===== src/sso_pkg.sv =====
// constants for the sensor switching output block
// assumes a single 250 MHz clock and AXI4-Lite register access
package sso_pkg;
    // register byte offsets
    localparam logic [7:0] SSO_REG_CTRL = 8'h00; // mode, polarity, enables
    localparam logic [7:0] SSO_REG_THR = 8'h04; // threshold / window max unless below HYS
    localparam logic [7:0] SSO_REG_HYS = 8'h08; // hysteresis / reset threshold / window min unless above THR
    localparam logic [7:0] SSO_REG_MEAS = 8'h0C; // measured value from software
    localparam logic [7:0] SSO_REG_PULSE = 8'h10; // summation quantum
    localparam logic [7:0] SSO_REG_FREQ = 8'h14; // lower / upper half period
    localparam logic [7:0] SSO_REG_STAT = 8'h18; // sticky events, clear on read
    localparam logic [7:0] SSO_REG_MASK = 8'h1C; // interrupt mask
    localparam logic [7:0] SSO_REG_STATE = 8'h20; // live output state
    // control field positions
    localparam int SSO_C_FUNC_LO = 0; // 2-bit output function
    localparam int SSO_C_NC = 2; // normally-closed polarity
    localparam int SSO_C_WIN = 3; // explicit window select
    localparam int SSO_C_AUTO = 4; // choose window from thresholds
    localparam int SSO_C_ABSRST = 5; // release level is absolute
    localparam int SSO_C_COMM = 6; // communication mode
    localparam int SSO_C_FAULT = 7; // internal defect
    localparam int SSO_C_FLVL = 8; // fault level for output
    localparam logic [31:0] SSO_CTRL_RST = 32'h0000_0000;
    // output functions
    typedef enum logic [1:0] {
        SSO_F_SWITCH = 2'b00,
        SSO_F_PWM = 2'b01,
        SSO_F_FREQ = 2'b10,
        SSO_F_PULSE = 2'b11
    } sso_func_t;
    // event bits
    localparam int SSO_E_RISE = 0; // switching condition activated
    localparam int SSO_E_FALL = 1; // switching condition released
    localparam int SSO_E_PULSE = 2; // summation pulse emitted
    localparam int SSO_E_FAULT = 3; // fault entered
    localparam int SSO_NEV = 4;
    // timing
    localparam int SSO_CLK_MHZ = 250;
    localparam int SSO_PULSE_NS = 1000; // summation pulse width
    localparam int SSO_PULSE_CYC = (SSO_PULSE_NS * SSO_CLK_MHZ + 999) / 1000;
    localparam int SSO_PWM_BITS = 8; // pwm period 256 cycles
    // axi responses
    localparam logic [1:0] SSO_RESP_OK = 2'b00;
    localparam logic [1:0] SSO_RESP_ERR = 2'b10;
endpackage


===== src/sso_top.sv =====
// sensor switching output: comparator, polarity, antivalent pair, encodings
// assumes an AXI4-Lite master on aclk and that the far end checks the pair
`timescale 1ns/1ps
module sso_top
    import sso_pkg::*;
#(
    parameter int W = 16
)(
    input wire logic aclk,
    input wire logic aresetn,
    input wire logic [7:0] s_axi_awaddr,
    input wire logic s_axi_awvalid,
    output logic s_axi_awready,
    input wire logic [31:0] s_axi_wdata,
    input wire logic [3:0] s_axi_wstrb,
    input wire logic s_axi_wvalid,
    output logic s_axi_wready,
    output logic [1:0] s_axi_bresp,
    output logic s_axi_bvalid,
    input wire logic s_axi_bready,
    input wire logic [7:0] s_axi_araddr,
    input wire logic s_axi_arvalid,
    output logic s_axi_arready,
    output logic [31:0] s_axi_rdata,
    output logic [1:0] s_axi_rresp,
    output logic s_axi_rvalid,
    input wire logic s_axi_rready,
    input wire logic comm_req, // master's wake request, from a pin
    output logic sw_out, // primary switching output
    output logic sw_out_inv, // antivalent partner
    output logic sw_oe_n, // low while push-pull driving
    output logic irq
);
    // all state in one struct
    typedef struct packed {
        logic [31:0] ctrl;
        logic [31:0] thr;
        logic [31:0] hys;
        logic [31:0] meas;
        logic [31:0] pulse;
        logic [31:0] freq;
        logic [SSO_NEV-1:0] stat;
        logic [SSO_NEV-1:0] mask;
        logic aw_got;
        logic [7:0] aw_addr;
        logic w_got;
        logic [31:0] w_data;
        logic [3:0] w_strb;
        logic bvalid;
        logic [1:0] bresp;
        logic rvalid;
        logic [31:0] rdata;
        logic [1:0] rresp;
        logic [W-1:0] sample;
        logic cond;
        logic out;
        logic out_inv;
        logic oe_n;
        logic req_s1;
        logic req_s2;
        logic comm;
        logic fault_q;
        logic irq;
    } sso_st_t;
    sso_st_t st_ff;
    sso_st_t nxt_st;
    // configuration views
    logic [W-1:0] thr_v; // threshold or window max unless below hys_v
    logic [W-1:0] hys_v; // hysteresis, reset level or window min unless above thr_v
    logic [W-1:0] rel_v; // release level in threshold mode
    logic win_mode; // window comparison selected
    logic [W-1:0] win_lo; // lower window edge
    logic [W-1:0] win_hi; // upper window edge
    logic fault; // internal defect present
    logic [1:0] func; // output function
    logic level; // logical level before fault override
    logic pwm_w;
    logic freq_w;
    logic pulse_w;
    logic pulse_evt;
    logic [SSO_NEV-1:0] ev; // events this cycle
    logic wr_fire; // write address and data both held
    logic [31:0] rd_mux; // read data select
    logic rd_ok; // read address mapped
    logic [31:0] wmask; // byte enables expanded
    // waveform encoders
    sso_wave #(
        .W(W)
    ) u_wave (
        .aclk(aclk),
        .aresetn(aresetn),
        .value(st_ff.sample),
        .half_lo(st_ff.freq[W-1:0]),
        .half_hi(st_ff.freq[31:16]),
        .quantum(st_ff.pulse[W-1:0]),
        .pwm_o(pwm_w),
        .freq_o(freq_w),
        .pulse_o(pulse_w),
        .pulse_evt(pulse_evt)
    );
    // decode configuration and the window choice
    always_comb
    begin
        thr_v = st_ff.thr[W-1:0];
        hys_v = st_ff.hys[W-1:0];
        func = st_ff.ctrl[SSO_C_FUNC_LO +: 2];
        fault = st_ff.ctrl[SSO_C_FAULT];
        // absolute reset or threshold minus hysteresis
        if (st_ff.ctrl[SSO_C_ABSRST])
        begin
            rel_v = hys_v;
        end
        else
        begin
            rel_v = (thr_v > hys_v) ? thr_v - hys_v : '0;
        end
        // without explicit select, compare reset and threshold
        if (st_ff.ctrl[SSO_C_AUTO])
        begin
            win_mode = hys_v > thr_v;
        end
        else
        begin
            win_mode = st_ff.ctrl[SSO_C_WIN];
        end
        // window edges in ascending order, auto window has reset level on top
        win_lo = (hys_v > thr_v) ? thr_v : hys_v;
        win_hi = (hys_v > thr_v) ? hys_v : thr_v;
        for (int i = 0; i < 32; i++)
        begin
            wmask[i] = st_ff.w_strb[i/8];
        end
    end
    // register read select
    always_comb
    begin
        rd_ok = 1'b1;
        case (s_axi_araddr)
            SSO_REG_CTRL: rd_mux = st_ff.ctrl;
            SSO_REG_THR: rd_mux = st_ff.thr;
            SSO_REG_HYS: rd_mux = st_ff.hys;
            SSO_REG_MEAS: rd_mux = st_ff.meas;
            SSO_REG_PULSE: rd_mux = st_ff.pulse;
            SSO_REG_FREQ: rd_mux = st_ff.freq;
            SSO_REG_STAT: rd_mux = 32'(st_ff.stat);
            SSO_REG_MASK: rd_mux = 32'(st_ff.mask);
            SSO_REG_STATE: rd_mux = {28'h0000000, st_ff.comm, st_ff.oe_n,
                                     st_ff.cond, st_ff.out};
            default:
            begin
                rd_mux = 32'h0000_0000;
                rd_ok = 1'b0;
            end
        endcase
    end
    // next state
    always_comb
    begin
        nxt_st = st_ff;
        ev = '0;
        wr_fire = st_ff.aw_got && st_ff.w_got && !st_ff.bvalid;
        // write channels, taken in either order
        if (s_axi_awvalid && !st_ff.aw_got)
        begin
            nxt_st.aw_got = 1'b1;
            nxt_st.aw_addr = s_axi_awaddr;
        end
        if (s_axi_wvalid && !st_ff.w_got)
        begin
            nxt_st.w_got = 1'b1;
            nxt_st.w_data = s_axi_wdata;
            nxt_st.w_strb = s_axi_wstrb;
        end
        if (wr_fire)
        begin
            nxt_st.aw_got = 1'b0;
            nxt_st.w_got = 1'b0;
            nxt_st.bvalid = 1'b1;
            nxt_st.bresp = SSO_RESP_OK;
            case (st_ff.aw_addr)
                SSO_REG_CTRL: nxt_st.ctrl = (st_ff.ctrl & ~wmask) | (st_ff.w_data & wmask);
                SSO_REG_THR: nxt_st.thr = (st_ff.thr & ~wmask) | (st_ff.w_data & wmask);
                SSO_REG_HYS: nxt_st.hys = (st_ff.hys & ~wmask) | (st_ff.w_data & wmask);
                SSO_REG_MEAS: nxt_st.meas = (st_ff.meas & ~wmask) | (st_ff.w_data & wmask);
                SSO_REG_PULSE: nxt_st.pulse = (st_ff.pulse & ~wmask) | (st_ff.w_data & wmask);
                SSO_REG_FREQ: nxt_st.freq = (st_ff.freq & ~wmask) | (st_ff.w_data & wmask);
                SSO_REG_MASK: nxt_st.mask = st_ff.w_data[SSO_NEV-1:0];
                SSO_REG_STAT:;
                SSO_REG_STATE:;
                default: nxt_st.bresp = SSO_RESP_ERR;
            endcase
        end
        if (st_ff.bvalid && s_axi_bready)
        begin
            nxt_st.bvalid = 1'b0;
        end
        // read channel, one word per address
        if (s_axi_arvalid && !st_ff.rvalid)
        begin
            nxt_st.rvalid = 1'b1;
            nxt_st.rdata = rd_mux;
            nxt_st.rresp = rd_ok ? SSO_RESP_OK : SSO_RESP_ERR;
            if (s_axi_araddr == SSO_REG_STAT)
            begin
                nxt_st.stat = '0; // read clears
            end
        end
        if (st_ff.rvalid && s_axi_rready)
        begin
            nxt_st.rvalid = 1'b0;
        end
        // sample the measured value once per clock
        nxt_st.sample = st_ff.meas[W-1:0];
        // threshold or window comparison on the registered sample
        if (win_mode)
        begin
            // enter inside window, leave only past hysteresis band
            if (!st_ff.cond)
            begin
                nxt_st.cond = (st_ff.sample > win_lo) && (st_ff.sample < win_hi);
            end
            else
            begin
                nxt_st.cond = !((st_ff.sample + W'(st_ff.pulse[31:16]) < win_lo) ||
                    (st_ff.sample > win_hi + W'(st_ff.pulse[31:16])));
            end
        end
        else if (st_ff.sample > thr_v)
        begin
            nxt_st.cond = 1'b1;
        end
        else if (st_ff.sample < rel_v)
        begin
            nxt_st.cond = 1'b0;
        end
        // master wake request, synchronised
        nxt_st.req_s1 = comm_req;
        nxt_st.req_s2 = st_ff.req_s1;
        nxt_st.comm = st_ff.req_s2 || st_ff.ctrl[SSO_C_COMM];
        // choose the level for the selected function
        case (sso_func_t'(func))
            SSO_F_PWM: level = pwm_w;
            SSO_F_FREQ: level = freq_w;
            SSO_F_PULSE: level = pulse_w;
            default: level = st_ff.ctrl[SSO_C_NC] ? !nxt_st.cond : nxt_st.cond;
        endcase
        // output with fault override and antivalent partner
        nxt_st.fault_q = fault;
        nxt_st.out = fault ? st_ff.ctrl[SSO_C_FLVL] : level;
        nxt_st.out_inv = !nxt_st.out;
        nxt_st.oe_n = !nxt_st.comm;
        // events: set wins over read clear
        ev[SSO_E_RISE] = nxt_st.cond && !st_ff.cond;
        ev[SSO_E_FALL] = !nxt_st.cond && st_ff.cond;
        ev[SSO_E_PULSE] = pulse_evt;
        ev[SSO_E_FAULT] = fault && !st_ff.fault_q;
        nxt_st.stat = nxt_st.stat | ev;
        nxt_st.irq = |(nxt_st.stat & st_ff.mask);
    end
    // register the whole state
    always_ff @(posedge aclk)
    begin
        if (!aresetn)
        begin
            st_ff <= '0;
            st_ff.ctrl <= SSO_CTRL_RST;
            st_ff.oe_n <= 1'b1;
            st_ff.out_inv <= 1'b1;
        end
        else
        begin
            st_ff <= nxt_st;
        end
    end
    // outputs straight from flip-flops
    assign s_axi_awready = !st_ff.aw_got;
    assign s_axi_wready = !st_ff.w_got;
    assign s_axi_bvalid = st_ff.bvalid;
    assign s_axi_bresp = st_ff.bresp;
    assign s_axi_arready = !st_ff.rvalid;
    assign s_axi_rvalid = st_ff.rvalid;
    assign s_axi_rdata = st_ff.rdata;
    assign s_axi_rresp = st_ff.rresp;
    assign sw_out = st_ff.out;
    assign sw_out_inv = st_ff.out_inv;
    assign sw_oe_n = st_ff.oe_n;
    assign irq = st_ff.irq;
    // pair stays antivalent after reset
    property p_antivalent;
        @(posedge aclk) disable iff (!aresetn)
        sw_out != sw_out_inv;
    endproperty
    a_antivalent: assert property (p_antivalent) else $error("pair not inverse");
    // threshold crossing activates condition next cycle
    property p_thr_on;
        @(posedge aclk) disable iff (!aresetn)
        !win_mode && st_ff.sample > thr_v ##0 $stable(st_ff.ctrl) |=> st_ff.cond;
    endproperty
    a_thr_on: assert property (p_thr_on) else $error("no activation above threshold");
    // between levels the condition holds
    property p_thr_hold;
        @(posedge aclk) disable iff (!aresetn)
        !win_mode && st_ff.sample <= thr_v && st_ff.sample >= rel_v |=> $stable(st_ff.cond);
    endproperty
    a_thr_hold: assert property (p_thr_hold) else $error("hysteresis band not held");
    // below release the condition drops
    property p_thr_off;
        @(posedge aclk) disable iff (!aresetn)
        !win_mode && st_ff.sample < rel_v && st_ff.sample <= thr_v |=> !st_ff.cond;
    endproperty
    a_thr_off: assert property (p_thr_off) else $error("no release below level");
    // absolute release equals reset register
    property p_rel_abs;
        @(posedge aclk) disable iff (!aresetn)
        st_ff.ctrl[SSO_C_ABSRST] |-> rel_v == hys_v;
    endproperty
    a_rel_abs: assert property (p_rel_abs) else $error("absolute release wrong");
    // normally-open switch output follows condition
    property p_no_pol;
        @(posedge aclk) disable iff (!aresetn)
        func == 2'b00 && !fault && !st_ff.ctrl[SSO_C_NC] ##1 $stable(st_ff.ctrl)
            |-> sw_out == st_ff.cond;
    endproperty
    a_no_pol: assert property (p_no_pol) else $error("no polarity wrong");
    // normally-closed switch output inverts condition
    property p_nc_pol;
        @(posedge aclk) disable iff (!aresetn)
        func == 2'b00 && !fault && st_ff.ctrl[SSO_C_NC] ##1 $stable(st_ff.ctrl)
            |-> sw_out == !st_ff.cond;
    endproperty
    a_nc_pol: assert property (p_nc_pol) else $error("nc polarity wrong");
    // fault forces the chosen level
    property p_fault;
        @(posedge aclk) disable iff (!aresetn)
        fault ##1 $stable(st_ff.ctrl) |-> sw_out == st_ff.ctrl[SSO_C_FLVL];
    endproperty
    a_fault: assert property (p_fault) else $error("fault level not driven");
    // comm request drives push-pull within three cycles
    property p_comm;
        @(posedge aclk) disable iff (!aresetn)
        comm_req [*3] |-> ##1 !sw_oe_n;
    endproperty
    a_comm: assert property (p_comm) else $error("comm mode not push-pull");
endmodule


===== src/sso_wave.sv =====
// waveform generator: pwm, frequency and summation pulse
// assumes value inputs are stable registered values on aclk
`timescale 1ns/1ps
module sso_wave
    import sso_pkg::*;
#(
    parameter int W = 16
)(
    input wire logic aclk,
    input wire logic aresetn,
    input wire logic [W-1:0] value, // measured value, full scale = all ones
    input wire logic [W-1:0] half_lo, // half period at 0 percent
    input wire logic [W-1:0] half_hi, // half period at 100 percent
    input wire logic [W-1:0] quantum, // summation quantum
    output logic pwm_o,
    output logic freq_o,
    output logic pulse_o,
    output logic pulse_evt
);
    // all state in one struct
    typedef struct packed {
        logic [SSO_PWM_BITS-1:0] pcnt;
        logic pwm;
        logic [W-1:0] fcnt;
        logic freq;
        logic [W:0] acc;
        logic [7:0] pw;
        logic pulse;
        logic evt;
    } sso_wst_t;
    sso_wst_t st_ff;
    sso_wst_t nxt_st;
    logic [W-1:0] half; // current half period
    logic [2*W-1:0] span; // value scaled into span
    // linear map of value onto half period
    always_comb
    begin
        span = (2*W)'(value) * (2*W)'(half_lo - half_hi);
        // full scale lands exactly on the upper limit, truncation would miss it
        half = (&value) ? half_hi : half_lo - span[2*W-1:W];
    end
    // next state
    always_comb
    begin
        nxt_st = st_ff;
        nxt_st.evt = 1'b0;
        // duty follows top bits of value
        nxt_st.pcnt = st_ff.pcnt + 1'b1;
        nxt_st.pwm = (st_ff.pcnt < value[W-1 -: SSO_PWM_BITS]) ||
            (&value[W-1 -: SSO_PWM_BITS]);
        // toggle each half period
        if (st_ff.fcnt >= half)
        begin
            nxt_st.fcnt = '0;
            nxt_st.freq = ~st_ff.freq;
        end
        else
        begin
            nxt_st.fcnt = st_ff.fcnt + 1'b1;
        end
        // accumulate until one quantum accrues
        if (st_ff.pw != 8'h00)
        begin
            nxt_st.pw = st_ff.pw - 8'h01;
        end
        else
        begin
            nxt_st.pulse = 1'b0;
        end
        // one idle cycle between pulses so that back to back pulses stay countable
        if (st_ff.acc >= {1'b0, quantum} && quantum != '0 && st_ff.pw == 8'h00 &&
            !st_ff.pulse)
        begin
            nxt_st.acc = st_ff.acc - {1'b0, quantum} + {1'b0, value};
            nxt_st.pulse = 1'b1;
            nxt_st.pw = 8'(SSO_PULSE_CYC - 1);
            nxt_st.evt = 1'b1;
        end
        else if (st_ff.acc < {1'b0, quantum})
        begin
            nxt_st.acc = st_ff.acc + {1'b0, value};
        end
    end
    // register
    always_ff @(posedge aclk)
    begin
        if (!aresetn)
        begin
            st_ff <= '0;
        end
        else
        begin
            st_ff <= nxt_st;
        end
    end
    assign pwm_o = st_ff.pwm;
    assign freq_o = st_ff.freq;
    assign pulse_o = st_ff.pulse;
    assign pulse_evt = st_ff.evt;
    // pulse stays high for at least two cycles once it rises
    property p_pulse_width;
        @(posedge aclk) disable iff (!aresetn)
        $rose(st_ff.pulse) |-> st_ff.pulse [*2];
    endproperty
    a_pulse_width: assert property (p_pulse_width) else $error("pulse too short");
    // full scale gives constant high duty
    property p_pwm_full;
        @(posedge aclk) disable iff (!aresetn)
        (&value[W-1 -: SSO_PWM_BITS]) ##1 (&$past(value[W-1 -: SSO_PWM_BITS])) |-> st_ff.pwm;
    endproperty
    a_pwm_full: assert property (p_pwm_full) else $error("pwm not high at full scale");
endmodule


===== config.mk =====
export PLATFORM = sky130hd
export DESIGN_NAME = sso_top
export DESIGN_NICKNAME = d
export VERILOG_FILES = /design/src/sso_pkg.sv /design/src/sso_top.sv /design/src/sso_wave.sv
export SDC_FILE = /design/constraint.sdc
export NUM_CORES = 2
export LEC_CHECK = 0
export BUFFER_PORTS_ARGS = -buffer_cell sky130_fd_sc_hd__buf_2
export CORE_MARGIN = 2
export CORE_UTILIZATION = 60
export DETAILED_ROUTE_END_ITERATION = 12
export PLACE_DENSITY_LB_ADDON = 0.15
export SLEW_MARGIN = 20
export SYNTH_ARGS = -nofsm -noshare
export SYNTH_HDL_FRONTEND = slang
export SYNTH_HIERARCHICAL = 1
export SYNTH_SLANG_ARGS = --single-unit

===== constraint.sdc =====
create_clock -name aclk -period 11.75 [get_ports aclk]
set_clock_uncertainty 0.1 [all_clocks]
set_input_delay 0.5875 -clock aclk [delete_from_list [all_inputs] [get_ports aclk]]
set_output_delay 0.5875 -clock aclk [all_outputs]
set_load 0.005 [all_outputs]

==> flow_summary.json <==
{
  "vias": 27900,
  "p_leak_uw": 0.0159,
  "synth_edf_count": 0,
  "hp-class": "in2reg",
  "yosys.area.top_type": "dfxtp_1",
  "setup_viol": 0,
  "cpMaxStageDelayCell": "fa_1",
  "nets": 4490,
  "irDropWorstVdd_mv": 0.130,
  "finalSetupTns_ps": 0,
  "fill_cells": 4571,
  "die_y_um": 234,
  "cap_violations": 0,
  "startpoint_type": "flip-flop",
  "worstRegToRegCells": 43,
  "final_hold_viol_count": 0,
  "synth_compound_area_frac": 0.164,
  "synth_top_family_by_area": "adder cells",
  "syn_inst": 3809,
  "area_growth_pct": 8.37,
  "grt_pass1_wl_um": 153000,
  "holdWs_ps": 102,
  "ys_top_cells_by_area": "dfxtp_1 23%, fa_1 15%, ha_1 14%",
  "syn_avg_cell_area_um2": 8.33,
  "fin_crit_sh": 0.936,
  "layout_common_cells": "439 x nand2_1, 426 x inv_1, 360 x ha_1, 360 x dfxtp_1, 292 x a21oi_1",
  "criticalPathCategory": "reg2reg",
  "timing.critical_path.mode_cell": "fa_1",
  "gp_congestion": 0.989,
  "cp-end-kind": "flip-flop",
  "r2r-end": "u_wave/st_ff[31]",
  "drive_above_1_share": 0.0795,
  "overflow": 0,
  "min_to": "s_axi_rvalid",
  "drt_pass1_iterations": 5,
  "power_per_cell_area_mw_per_mm2": 96.9,
  "numCtsBuffers": 42,
  "synthMuxAreaShare": 0.0279,
  "io-pin-count": 105,
  "avgRoutedWirePerCell_um": 21.6,
  "ys_seq_area_frac": 0.227,
  "cpPeakStageDelay_ps": 560,
  "cp.arrival_ps": 11400,
  "synth_adder_area_share": 0.287,
  "viasPerCell": 6.11,
  "design.core.area_mm2": 0.0524,
  "cts_sinks": 360,
  "min-delay-start": "s_axi_rready",
  "register_area_mm2": 0.00721,
  "drtAntennaViolNets": 0,
  "drc": 0,
  "htree_levels": 2,
  "synth_seq_cells": 360,
  "dpl.cell_count": 4478,
  "dp_hpwl_um": 74400,
  "multi_input_area_mm2": 0.0221,
  "synthArstFlopShare": 0,
  "grt_max_degree": 93,
  "clk_pin_slew_worst_paths_ps": 60,
  "maxSlewViolCount": 0,
  "num_rows": 84,
  "run_status": "completed",
  "grt_pass1_vias": 27000,
  "preCtsSetupSlack_ps": 414,
  "final_cells": 4565,
  "reg2reg_slack_ps": 750,
  "fin_ws_ps": 746,
  "portBuffers": 102,
  "synthSimpleGateAreaFrac": 0.180,
  "netlist_area_mm2": 0.0317,
  "cts.path.max_buffers": 3,
  "synth_flop_cell": "dfxtp_1",
  "grt_usage": 0.363,
  "cts_tree": "yes",
  "max_freq_ghz": 0.0909,
  "cts_hold_buffers": 0,
  "synth_xor_area_frac": 0.0353,
  "start_util": 0.605,
  "die_area_mm2": 0.0547,
  "post_synth_num_cell_types": 92,
  "synth_top_area_frac": 0.227,
  "clockRootBuffer": "clkbuf_16",
  "clock_latency_ps": 580,
  "antenna_found_initial": 6,
  "power.total_uw": 3330,
  "required_ps": 12140,
  "cp_max_fo": 11,
  "routed_wl_um": 98600,
  "ys_warn_count": 6,
  "fin_crit_ps": 11000,
  "die_width_um": 234,
  "relSlewSlack": 0.291,
  "final_common_cell": "nand2_1",
  "holdPathStages": 2,
  "worst_slew_pin_slew_ps": 1060,
  "drtIter0Drc": 2471
}
-- worst max-delay path by stage --
stage	startpoint	end	slack, ps	depth (start not counted)
after floorplan	flip-flop	u_wave/st_ff[34]	1550	47
after global placement	flip-flop	u_wave/st_ff[31]	730	52
after detailed placement	flip-flop	u_wave/st_ff[35]	410	52
after CTS	flip-flop	u_wave/st_ff[31]	340	52
after global routing	flip-flop	u_wave/st_ff[31]	-9	47
final	flip-flop	u_wave/st_ff[31]	750	43
-- per-layer routing --
layer,vias to the layer above,wire (µm),GRT usage
met2,1297,44000,0.577
met4,4,5910,0.194
met3,302,9180,0.0803
li1,13000,-,-
met5,-,72,0
met1,13300,39500,0.462
-- cell type report --
cell class / instances / area share
Multi-Input combinational cell: 2828 / 0.644
Antenna cell: 4 / 0.000291
Sequential cell: 360 / 0.210
Tap cell: 688 / 0.0250
Clock buffer: 54 / 0.0340
Inverter: 430 / 0.0471
Timing Repair Buffer: 178 / 0.0321
Clock inverter: 23 / 0.00808
-- kinds of logic (layout without fill, tap and decap cells) --
| logic type | count (synthesis) | after routing |
|---|---|---|
| AO/OA/AOI/OAI | 794 | 794 |
| XOR/XNOR | 128 | 128 |
| AND/OR/NAND/NOR | 1225 | 1226 |
| multiplexers | 88 | 88 |
| adder cells (fa/ha/maj) | 590 | 590 |
| buffers and inverters | 623 | 685 |
| other | 1 | 6 |
| flip-flops | 360 | 360 |
-- synth_stat cells (43+ instances only) --
library cell,n
dfxtp_1,360
mux2i_1,86
inv_1,426
a22oi_1,70
fa_1,230
nor2_1,271
a31oi_1,43
nand3_1,165
xnor2_1,78
xor2_1,50
a21oi_1,294
o21ai_0,92
clkbuf_1,141
a21o_1,78
and2_1,129
ha_1,360
nand2_1,439
-- report_power, final --
group / internal, µW / total (µW) / switching [µW] / leakage, µW
registers: 1270 / 1330 / 61.2 / 0.00292
logic: 256 / 613 / 357 / 0.0123
clock network: 821 / 1390 / 569 / 0.000712
-- worst max-delay path, delay by kind of cell, from the launching register on --
kind | cells | cell delay, ps
compound gates | 14 | 3270
buf+inv | 5 | 550
xor+xnor | 3 | 680
simple gates | 11 | 1610
fa+ha+maj | 10 | 4280
flops | 1 | 450
-- stage by stage --
| step | util | area, µm² |
|---|---|---|
| 6_report | 0.655 | 34400 |
| 3_3_place_gp | 0.625 | 32800 |
| 2_1_floorplan | - | 31700 |
| 3_5_place_dp | 0.625 | 32800 |
| 5_1_grt | 0.655 | 34400 |
| 4_1_cts | 0.653 | 34200 |
-- repair_timing --
| item | 4_1_cts | 5_1_grt |
|---|---|---|
| setup endpoints to repair | 0 | 17 |
| buffers inserted | 0 | 4 |
| gates resized for setup | 0 | 13 |
Note: power is estimated with default switching activity, not from simulation.
